`src/common/etps_map.svh`:
```
`ifndef ETPS_MAP_SVH
`define ETPS_MAP_SVH

// catastrophic error pulse length in base clock cycles
`define ETPS_MCE_PULSE_CYCLES 16
// regulator link half period of its serial clock, in base clock cycles
`define ETPS_VR_HALF_CYCLES   4
// regulator link frame sizes
`define ETPS_VR_CMD_BITS      8
`define ETPS_VR_RSP_BITS      8

// positions in the synchroniser vector
`define ETPS_SI_HOT           0
`define ETPS_SI_CORE_GOOD     1
`define ETPS_SI_STBY_GOOD     2
`define ETPS_SI_VR_DATA       3
`define ETPS_SI_VR_ALERT      4
`define ETPS_SI_POWER_STATUS_SIDEBAND_IN       5
`define ETPS_SI_EXT_THERM     6
`define ETPS_SI_MGR_LINE      7
`define ETPS_SI_WIDTH         8
// synchroniser reset value: every line at its idle level (supply goods and hub status low)
`define ETPS_SI_IDLE          8'hD9

`endif

```
`src/common/etps_pkg.sv`:
```
`include "etps_map.svh"
`default_nettype none

package etps_pkg;

   // one open-drain or two-way pin as seen by the logic
   typedef struct packed
   {
      logic out;
      logic oe;
   } etps_od_t;

   // regulator link request from the user side
   typedef struct packed
   {
      logic                          start;
      logic [`ETPS_VR_CMD_BITS-1:0] cmd;
   } etps_vr_req_t;

   // regulator link answer to the user side
   typedef struct packed
   {
      logic                          done;
      logic [`ETPS_VR_RSP_BITS-1:0] rsp;
   } etps_vr_rsp_t;

   typedef enum logic [1:0] {VR_IDLE, VR_SEND, VR_RECV, VR_DONE} etps_vr_state_t;

endpackage

`default_nettype wire

```
`src/logic/etps_signalling.sv`:
```
`timescale 1ns/1ps
`default_nettype none
`include "etps_map.svh"

module etps_signalling #(
   parameter int MCE_CYCLES = `ETPS_MCE_PULSE_CYCLES,
   parameter int VR_HALF    = `ETPS_VR_HALF_CYCLES
)(
   // clock and reset
   input  wire logic                  clock,
   input  wire logic                  reset_n,
   // internal fault and reset events
   input  wire logic                  machineCheckFault,
   input  wire logic                  internalFault,
   input  wire logic                  warmReset,
   input  wire logic                  coldReset,
   // internal thermal sensing
   input  wire logic                  tempMaxSafe,
   input  wire logic                  tccEnable,
   input  wire logic                  junctionOverTrip,
   // error and thermal pins
   output etps_pkg::etps_od_t         catastrophicErrorN,
   input  wire logic                  overtempAlertNIn,
   output etps_pkg::etps_od_t         overtempAlertN,
   output etps_pkg::etps_od_t         thermalShutdownN,
   // power good inputs
   input  wire logic                  coreSupplyGood,
   input  wire logic                  standbySupplyGood,
   // regulator serial link pins
   output etps_pkg::etps_od_t         regulatorSerialClock,
   input  wire logic                  regulatorSerialDataIn,
   output etps_pkg::etps_od_t         regulatorSerialData,
   input  wire logic                  regulatorAlertN,
   // companion hub sidebands
   input  wire logic                  powerStatusSidebandIn,
   output logic                       powerStatusSidebandOut,
   input  wire logic                  externalThermalSensorN,
   // manager single-wire sideband
   input  wire logic                  managerLineIn,
   output etps_pkg::etps_od_t         managerLine,
   input  wire logic                  managerDriveLow,
   output logic                       managerLineLevel,
   // user side
   input  wire etps_pkg::etps_vr_req_t vrReq,
   output etps_pkg::etps_vr_rsp_t     vrRsp,
   output logic                       vrBusy,
   output logic                       vrAlert,
   output logic                       thermalControlActive,
   output logic                       openLoopThermalMgmt,
   output logic                       closedLoopThermalMgmt,
   output logic                       haltExecution,
   output logic                       operationEnable
);

   localparam int CW = $clog2(MCE_CYCLES + 1);
   localparam int DW = $clog2(VR_HALF + 1);
   localparam int BW = $clog2(`ETPS_VR_CMD_BITS + `ETPS_VR_RSP_BITS + 1);
   localparam int cVrWait = 1000;

   //------------------------------------------------------------
   // input synchronisers
   //------------------------------------------------------------
   logic [`ETPS_SI_WIDTH-1:0] syncA;
   logic [`ETPS_SI_WIDTH-1:0] syncB;
   logic [`ETPS_SI_WIDTH-1:0] rawIn;

   // pins gathered into one vector
   always_comb
   begin
      rawIn                     = '0;
      rawIn[`ETPS_SI_HOT]       = overtempAlertNIn;
      rawIn[`ETPS_SI_CORE_GOOD] = coreSupplyGood;
      rawIn[`ETPS_SI_STBY_GOOD] = standbySupplyGood;
      rawIn[`ETPS_SI_VR_DATA]   = regulatorSerialDataIn;
      rawIn[`ETPS_SI_VR_ALERT]  = regulatorAlertN;
      rawIn[`ETPS_SI_POWER_STATUS_SIDEBAND_IN]   = powerStatusSidebandIn;
      rawIn[`ETPS_SI_EXT_THERM] = externalThermalSensorN;
      rawIn[`ETPS_SI_MGR_LINE]  = managerLineIn;
   end

   // two flops; each line resets to its idle level, so no false event or supply good
   always_ff @(posedge clock or negedge reset_n)
   begin
      if (!reset_n)
      begin
         syncA <= `ETPS_SI_IDLE;
         syncB <= `ETPS_SI_IDLE;
      end
      else
      begin
         syncA <= rawIn;
         syncB <= syncA;
      end
   end

   //------------------------------------------------------------
   // catastrophic error
   //------------------------------------------------------------
   logic [CW-1:0] catCnt;
   logic [CW-1:0] next_catCnt;
   logic          catLatched;
   logic          next_catLatched;

   // pulse counter and latched fault
   always_comb
   begin
      next_catCnt = catCnt;
      if (machineCheckFault)
         next_catCnt = CW'(MCE_CYCLES);
      else if (catCnt != '0)
         next_catCnt = catCnt - CW'(1);
      // set wins over the reset events
      next_catLatched = internalFault | (catLatched & ~(warmReset | coldReset));
   end

   always_ff @(posedge clock or negedge reset_n)
   begin
      if (!reset_n)
      begin
         catCnt     <= '0;
         catLatched <= 1'b0;
      end
      else
      begin
         catCnt     <= next_catCnt;
         catLatched <= next_catLatched;
      end
   end

   //------------------------------------------------------------
   // thermal control, trip and sidebands
   //------------------------------------------------------------
   logic tripLatched;
   logic next_tripLatched;
   logic hotDrive;
   logic next_hotDrive;
   logic forcedHot;
   logic [1:0] hotEcho;
   logic [1:0] next_hotEcho;
   logic extEvent;
   logic next_pmDown;
   logic next_tcc;

   // own drive echoes through the synchroniser for two clocks after release; mask it
   assign forcedHot = ~syncB[`ETPS_SI_HOT] & ~hotDrive & ~(|hotEcho);
   assign extEvent  = ~syncB[`ETPS_SI_EXT_THERM];

   // next thermal state
   always_comb
   begin
      next_tripLatched = junctionOverTrip | tripLatched;
      next_hotDrive    = tempMaxSafe;
      next_hotEcho     = {hotEcho[0], hotDrive};
      next_tcc         = (tccEnable & tempMaxSafe) | forcedHot;
      next_pmDown      = extEvent;
   end

   always_ff @(posedge clock or negedge reset_n)
   begin
      if (!reset_n)
      begin
         tripLatched            <= 1'b0;
         hotDrive               <= 1'b0;
         hotEcho                <= '0;
         thermalControlActive   <= 1'b0;
         powerStatusSidebandOut <= 1'b0;
      end
      else
      begin
         tripLatched            <= next_tripLatched;
         hotDrive               <= next_hotDrive;
         hotEcho                <= next_hotEcho;
         thermalControlActive   <= next_tcc;
         powerStatusSidebandOut <= next_pmDown;
      end
   end

   // pins and status; open-drain drives low only
   assign catastrophicErrorN.oe  = (catCnt != '0) | catLatched;
   assign catastrophicErrorN.out = 1'b0;
   assign overtempAlertN.oe      = hotDrive;
   assign overtempAlertN.out     = 1'b0;
   assign thermalShutdownN.oe    = tripLatched;
   assign thermalShutdownN.out   = 1'b0;
   assign haltExecution          = tripLatched;
   assign operationEnable        = syncB[`ETPS_SI_CORE_GOOD] & syncB[`ETPS_SI_STBY_GOOD]
                                   & ~tripLatched;
   assign openLoopThermalMgmt    = thermalControlActive | powerStatusSidebandOut;
   assign closedLoopThermalMgmt  = thermalControlActive | powerStatusSidebandOut
                                   | syncB[`ETPS_SI_POWER_STATUS_SIDEBAND_IN];
   assign managerLine.oe         = managerDriveLow;
   assign managerLine.out        = 1'b0;
   assign managerLineLevel       = syncB[`ETPS_SI_MGR_LINE];
   assign vrAlert                = ~syncB[`ETPS_SI_VR_ALERT];

   //------------------------------------------------------------
   // regulator serial link
   //------------------------------------------------------------
   etps_pkg::etps_vr_state_t vrState;
   etps_pkg::etps_vr_state_t next_vrState;
   logic [DW-1:0] divCnt;
   logic [DW-1:0] next_divCnt;
   logic [BW-1:0] bitCnt;
   logic [BW-1:0] next_bitCnt;
   logic [`ETPS_VR_CMD_BITS-1:0] shiftOut;
   logic [`ETPS_VR_CMD_BITS-1:0] next_shiftOut;
   logic [`ETPS_VR_RSP_BITS-1:0] shiftIn;
   logic [`ETPS_VR_RSP_BITS-1:0] next_shiftIn;
   logic sclk;
   logic next_sclk;
   logic outBit;
   logic next_outBit;
   logic tick;

   assign tick = (divCnt == DW'(VR_HALF - 1));

   // frame sequencer: data set on falling, sampled on rising clock
   always_comb
   begin
      next_vrState  = vrState;
      next_divCnt   = '0;
      next_bitCnt   = bitCnt;
      next_shiftOut = shiftOut;
      next_shiftIn  = shiftIn;
      next_sclk     = sclk;
      next_outBit   = outBit;
      case (vrState)
         etps_pkg::VR_IDLE:
         begin
            next_sclk   = 1'b1;
            next_outBit = 1'b1;
            if (vrReq.start)
            begin
               next_shiftOut = vrReq.cmd;
               next_bitCnt   = BW'(`ETPS_VR_CMD_BITS);
               next_vrState  = etps_pkg::VR_SEND;
            end
         end
         etps_pkg::VR_SEND:
         begin
            next_divCnt = tick ? '0 : divCnt + DW'(1);
            if (tick)
            begin
               next_sclk = ~sclk;
               if (sclk)
                  next_outBit = shiftOut[`ETPS_VR_CMD_BITS-1];
               else
               begin
                  next_shiftOut = shiftOut << 1;
                  next_bitCnt   = bitCnt - BW'(1);
                  if (bitCnt == BW'(1))
                  begin
                     next_bitCnt  = BW'(`ETPS_VR_RSP_BITS);
                     next_vrState = etps_pkg::VR_RECV;
                  end
               end
            end
         end
         etps_pkg::VR_RECV:
         begin
            next_divCnt = tick ? '0 : divCnt + DW'(1);
            if (tick)
            begin
               next_sclk = ~sclk;
               if (sclk)
                  next_outBit = 1'b1; // release line for the answer
               else
               begin
                  next_shiftIn = {shiftIn[`ETPS_VR_RSP_BITS-2:0], syncB[`ETPS_SI_VR_DATA]};
                  next_bitCnt  = bitCnt - BW'(1);
                  if (bitCnt == BW'(1))
                     next_vrState = etps_pkg::VR_DONE;
               end
            end
         end
         default:
            next_vrState = etps_pkg::VR_IDLE;
      endcase
   end

   always_ff @(posedge clock or negedge reset_n)
   begin
      if (!reset_n)
      begin
         vrState  <= etps_pkg::VR_IDLE;
         divCnt   <= '0;
         bitCnt   <= '0;
         shiftOut <= '0;
         shiftIn  <= '0;
         sclk     <= 1'b1;
         outBit   <= 1'b1;
      end
      else
      begin
         vrState  <= next_vrState;
         divCnt   <= next_divCnt;
         bitCnt   <= next_bitCnt;
         shiftOut <= next_shiftOut;
         shiftIn  <= next_shiftIn;
         sclk     <= next_sclk;
         outBit   <= next_outBit;
      end
   end

   assign regulatorSerialClock.oe  = ~sclk;
   assign regulatorSerialClock.out = 1'b0;
   assign regulatorSerialData.oe   = ~outBit;
   assign regulatorSerialData.out  = 1'b0;
   assign vrRsp.done               = (vrState == etps_pkg::VR_DONE);
   assign vrRsp.rsp                = shiftIn;
   assign vrBusy                   = (vrState != etps_pkg::VR_IDLE);
endmodule

`default_nettype wire

```
`config.mk`:
```
export PLATFORM = sky130hd
export DESIGN_NAME = etps_signalling
export DESIGN_NICKNAME = d
export VERILOG_FILES = /design/src/common/etps_pkg.sv /design/src/logic/etps_signalling.sv
export VERILOG_INCLUDE_DIRS = /design/src /design/src/common
export SDC_FILE = /design/constraint.sdc
export NUM_CORES = 1
export LEC_CHECK = 0
export BUFFER_PORTS_ARGS = -buffer_cell sky130_fd_sc_hd__buf_2
export CAP_MARGIN = 30
export CORE_ASPECT_RATIO = 1.4
export CORE_UTILIZATION = 50
export DETAILED_ROUTE_END_ITERATION = 12
export GPL_TIMING_DRIVEN = 1
export PLACE_DENSITY = 0.75
export SLEW_MARGIN = 5
export SYNTH_ARGS = -nofsm -noshare
export SYNTH_HDL_FRONTEND = slang
export SYNTH_SLANG_ARGS = --single-unit
```
`constraint.sdc`:
```
create_clock -name clock -period 2.23 [get_ports clock]
set_input_delay 0.446 -clock clock [delete_from_list [all_inputs] [get_ports clock]]
set_output_delay 0.446 -clock clock [all_outputs]
set_load 0.03 [all_outputs]
```
# ---- Word-level counts from Yosys, hierarchy flattened
# Cells that the tools add are included.
dict set report totals {
  wordCells 101
  input_bits 27
  output_inout_bits 30
  regBits 56
}
dict set report op_classes {
  muxes 30
  bitwise_logic 22
  n_addsub 3
  eq_ne 15
  reduce_logical 15
}
# op count
set ops {}
lappend ops {{$mux W5} 8}
lappend ops {{$mux W8} 3}
lappend ops {{$ne A2 B2 Y1 const B} 9}
lappend ops {{$pmux W8 S2} 1}
lappend ops {{$pmux W5 S3} 1}
lappend ops {{$mux W2} 7}
lappend ops {{$sub A5 B1 Y5 const B} 2}
lappend ops {{$not A1 Y1} 9}
lappend ops {{$reduce_bool A2 Y1} 4}
lappend ops {{$or A1 B1 Y1} 7}
lappend ops {{$reduce_and A7 Y1} 1}
lappend ops {{$and A1 B1 Y1} 6}
lappend ops {{$mux W3} 2}
lappend ops {{$pmux W2 S3} 1}
lappend ops {{$reduce_and A6 Y1} 1}
lappend ops {{$eq A5 B1 Y1 const B} 1}
lappend ops {{$mux W1} 5}
lappend ops {{$reduce_and A5 Y1} 1}
lappend ops {{$reduce_bool A5 Y1} 1}
lappend ops {{$eq A2 B2 Y1 const B} 2}
lappend ops {{$reduce_and A4 Y1} 1}
lappend ops {{$reduce_or A2 Y1} 2}
lappend ops {{$add A3 B1 Y3 const B} 1}
lappend ops {{$eq A3 B2 Y1 const B} 1}
lappend ops {{8 further kinds} 8}

# ---- Longest topological paths before layout
dict set report logic_depth {
  ltp_word 5
  depth_mapped 7
}

# ---- Worst setup path before layout
# No wires, ideal clock.
dict set report synth_path {
  path_type {reg-to-output}
  startpoint {register catCnt[0]}
  endpoint {output catastrophicErrorN[0] (netlist name)}
  n_path_buf 0
  setup_slack_ns 0.450
  t_required_ns 1.784
  arrival_time_ns 1.334
  path_stages_with_launch 5
  path_cell_list {dfrtp_1 inv_1 ha_1 nor4b_2 nand2b_1}
}
# item line
set synth_lines {}
lappend synth_lines {{start, declared} etps_signalling.sv:99} ;# logic [CW-1:0] catCnt;
lappend synth_lines {{start signal, assigned} etps_signalling.sv:125} ;# catCnt <= next_catCnt;
lappend synth_lines {{end, declared} etps_signalling.sv:22} ;# output etps_pkg::etps_od_t catastrophicErrorN,

==> results.toml <==
[critical_path]
cp-startpoint = "catCnt[0]$_DFFE_PN0P_"
crit_arrival_ps = 1510
critPathLaunchType = "flop"
critPathRequiredTime_ps = 1780
reg2reg_slack_ps = 380
reg2regPathDepth = 6
path_class = "flop to output pin"
end_kind = "output pin"
timing.rr.start = "vrState[0]$_DFFE_PN0P_"
critPathMaxFanout = 3

[outcome]
outcome = "completed"

[synthesis]
yosys.area.top_type = "dfrtp_1"
ys_warn_count = 0
yosysTopAreaCellShare_pct = 46.6
syn_inst = 196
synth-edff-count = 0
ys_top_cells_by_area = "dfrtp_1, dfstp_2, ha_1"
synth_area_per_cell_sq_um = 12.1
ys_seq_elements = 56
synth_common_cells = "dfrtp_1, nor2_1, inv_1"
yosysMostFrequentCell = "dfrtp_1"
yosysUniqueCellTypes = 41
synthFlopType = "dfrtp_1"
syn_area_sq_um = 2360
seq_area_frac_synth_pct = 59.9
postSynth.asyncResetShare_pct = 100

[sta]
setup_viol_count_final = 0
drv_slew = 0
final.min_clock_period_ps = 1960
tightest_slew_ps = 672
timing.setup.tns_ps = 0
period_share_pct = 87.9
rsz0062_at_grt = "false"
clock-skew-final_ps = 2.97
max_freq_ghz = 0.510
slew_headroom_pct = 55.2
hold_viol = 0

[global_routing]
grt_overflow = 0
grt_max_degree = 57
grt.total_usage_pct = 17.0
antenna_found_initial = 0
grt_pass1_vias = 1457
grt_pass1_wl_um = 6380

[final_layout]
fillers = 395
nets = 285
num_antenna_cells = 0
multiInputGateArea_sq_um = 828
final-seq-area_sq_um = 1420
drive_gt1_share_pct = 36.4
post-route-util_pct = 60.5
area_growth_pct = 16.1

[power_and_ir_drop]
peakVddDrop_v = 0.000919
p_leak_uw = 0.00136
power.density_nw_per_um2 = 1200

[clocking]
cts_max_level = 2
clk_pin_slew_ps = 100
cts_hold_buffers = 0
cts_resized = 0
cts_num_sinks = 56
cts_made_buffers = 5
clk_path_buf_depth = 2
cts_root_buf = "clkbuf_8"
cts_tree = "done"
clock_insertion_delay_worst_skew_ps = 310
post_cts_buffers = 0

[detailed_routing]
drc = 0
wire_per_inst_um = 11.7
num_vias = 1521
drt-vias-per-instance = 4.88
firstDrtPassIters = 4
routed_wl_um = 3650
dr.first_iter.drc_count = 41
drtAntennaViolNets = 0

[floorplanning]
die_w_um = 60.1
num_io_pins = 57
initial_core_util_pct = 52.1
die_area_sq_um = 5010
die-height_um = 83.4
row_count = 29
coreArea_sq_um = 4540

[hold_path]
hold_start = "regulatorSerialDataIn"
holdPathStages = 1
hold_class = "input port to flop"

[placed_design]
portBuffers = 48
gp_congestion = 0.837
dp_hpwl_um = 2580

[flow_run]
max-cap-violations = 0
==> state kept, by name (all words and copies together), names as in the netlist, 2 cells and up <==
register / count
shiftIn: 8
shiftOut: 8
syncB: 8
bitCnt: 5
catCnt: 5
divCnt: 3
hotEcho: 2
syncA: 8
vrState: 2
==> power by group <==
group / switching [uW] / leakage (uW) / internal, uW
clock: 339 / 0.0000463 / 231
combinational: 771 / 0.000642 / 540
sequential: 152 / 0.000667 / 1250
==> cell type report <==
cell class / count / area share, %
inverters: 15 / 2.05
repair buffers: 52 / 9.85
well taps: 62 / 2.83
clock inverters: 3 / 1.00
multi-input cells: 119 / 30.2
clock buffers: 5 / 2.51
flip-flops and latches: 56 / 51.6
==> cells by family (layout without fill, tap and decap cells) <==
| family | Yosys count | count (layout) | synth area share (%) |
|---|---|---|---|
| adder cells (fa/ha/maj) | 9 | 9 | 4.76 |
| buffers and inverters | 26 | 75 | 5.87 |
| XOR/XNOR | 2 | 2 | 0.741 |
| flip-flops | 56 | 56 | 59.9 |
| AO/OA/AOI/OAI | 33 | 33 | 9.42 |
| AND/OR/NAND/NOR | 51 | 51 | 11.1 |
| other | 1 | 6 | 0.159 |
| multiplexers | 18 | 18 | 8.04 |
==> metrics by stage <==
| stage | hold WS [ps] | total power [uW] | instances | instance area [sq um] | setup WS (ps) |
|---|---|---|---|---|---|
| floorplan | 150 | 2460 | 201 | 2380 | 450 |
| global placement | 334 | 2710 | 304 | 2650 | 448 |
| detailed placement | 336 | 2740 | 304 | 2650 | 391 |
| CTS | 201 | 3330 | 312 | 2750 | 247 |
| global route | 194 | 3560 | 312 | 2750 | 135 |
| finish | 219 | 3290 | 312 | 2750 | 271 |
==> critical path, cell delays in order, from the launching register on <==
cell and delay (ps):
dfrtp_1 390, inv_1 90, ha_1 210, nor4b_2 250, nand2b_1 80, buf_2 180
==> worst paths after layout <==
check / end
hold reg to reg: syncB[5]$_DFF_PN0_
min in group asynchronous: bitCnt[0]$_DFFE_PN0P_
hold / removal: syncA[3]$_DFF_PN1_
setup / recovery: catastrophicErrorN[0]
max in group asynchronous: shiftIn[5]$_DFFE_PN0P_
setup reg to reg: bitCnt[4]$_DFFE_PN0P_
==> routing by layer <==
metal  part of all wire, %  GRT usage (%)  vias to the layer above
met5                     0              0                        -
met4                   1.8           7.61                        0
met3                   4.4           5.61                        6
met2                    50           26.3                       45
met1                    44           21.2                      719
li1                      -              -                      751
==> cells in the final DEF (no fill, tap or decap), drive strengths merged, types with 5 or more instances in the layout <==
cell	instances
o21ai	5
mux2i	10
nor2	20
nand2	11
buf	52
conb	6
a21oi	14
ha	9
inv	16
clkbuf	5
dfrtp	44
mux2	8
dfstp	12
Power figures use the tool's default switching activity.
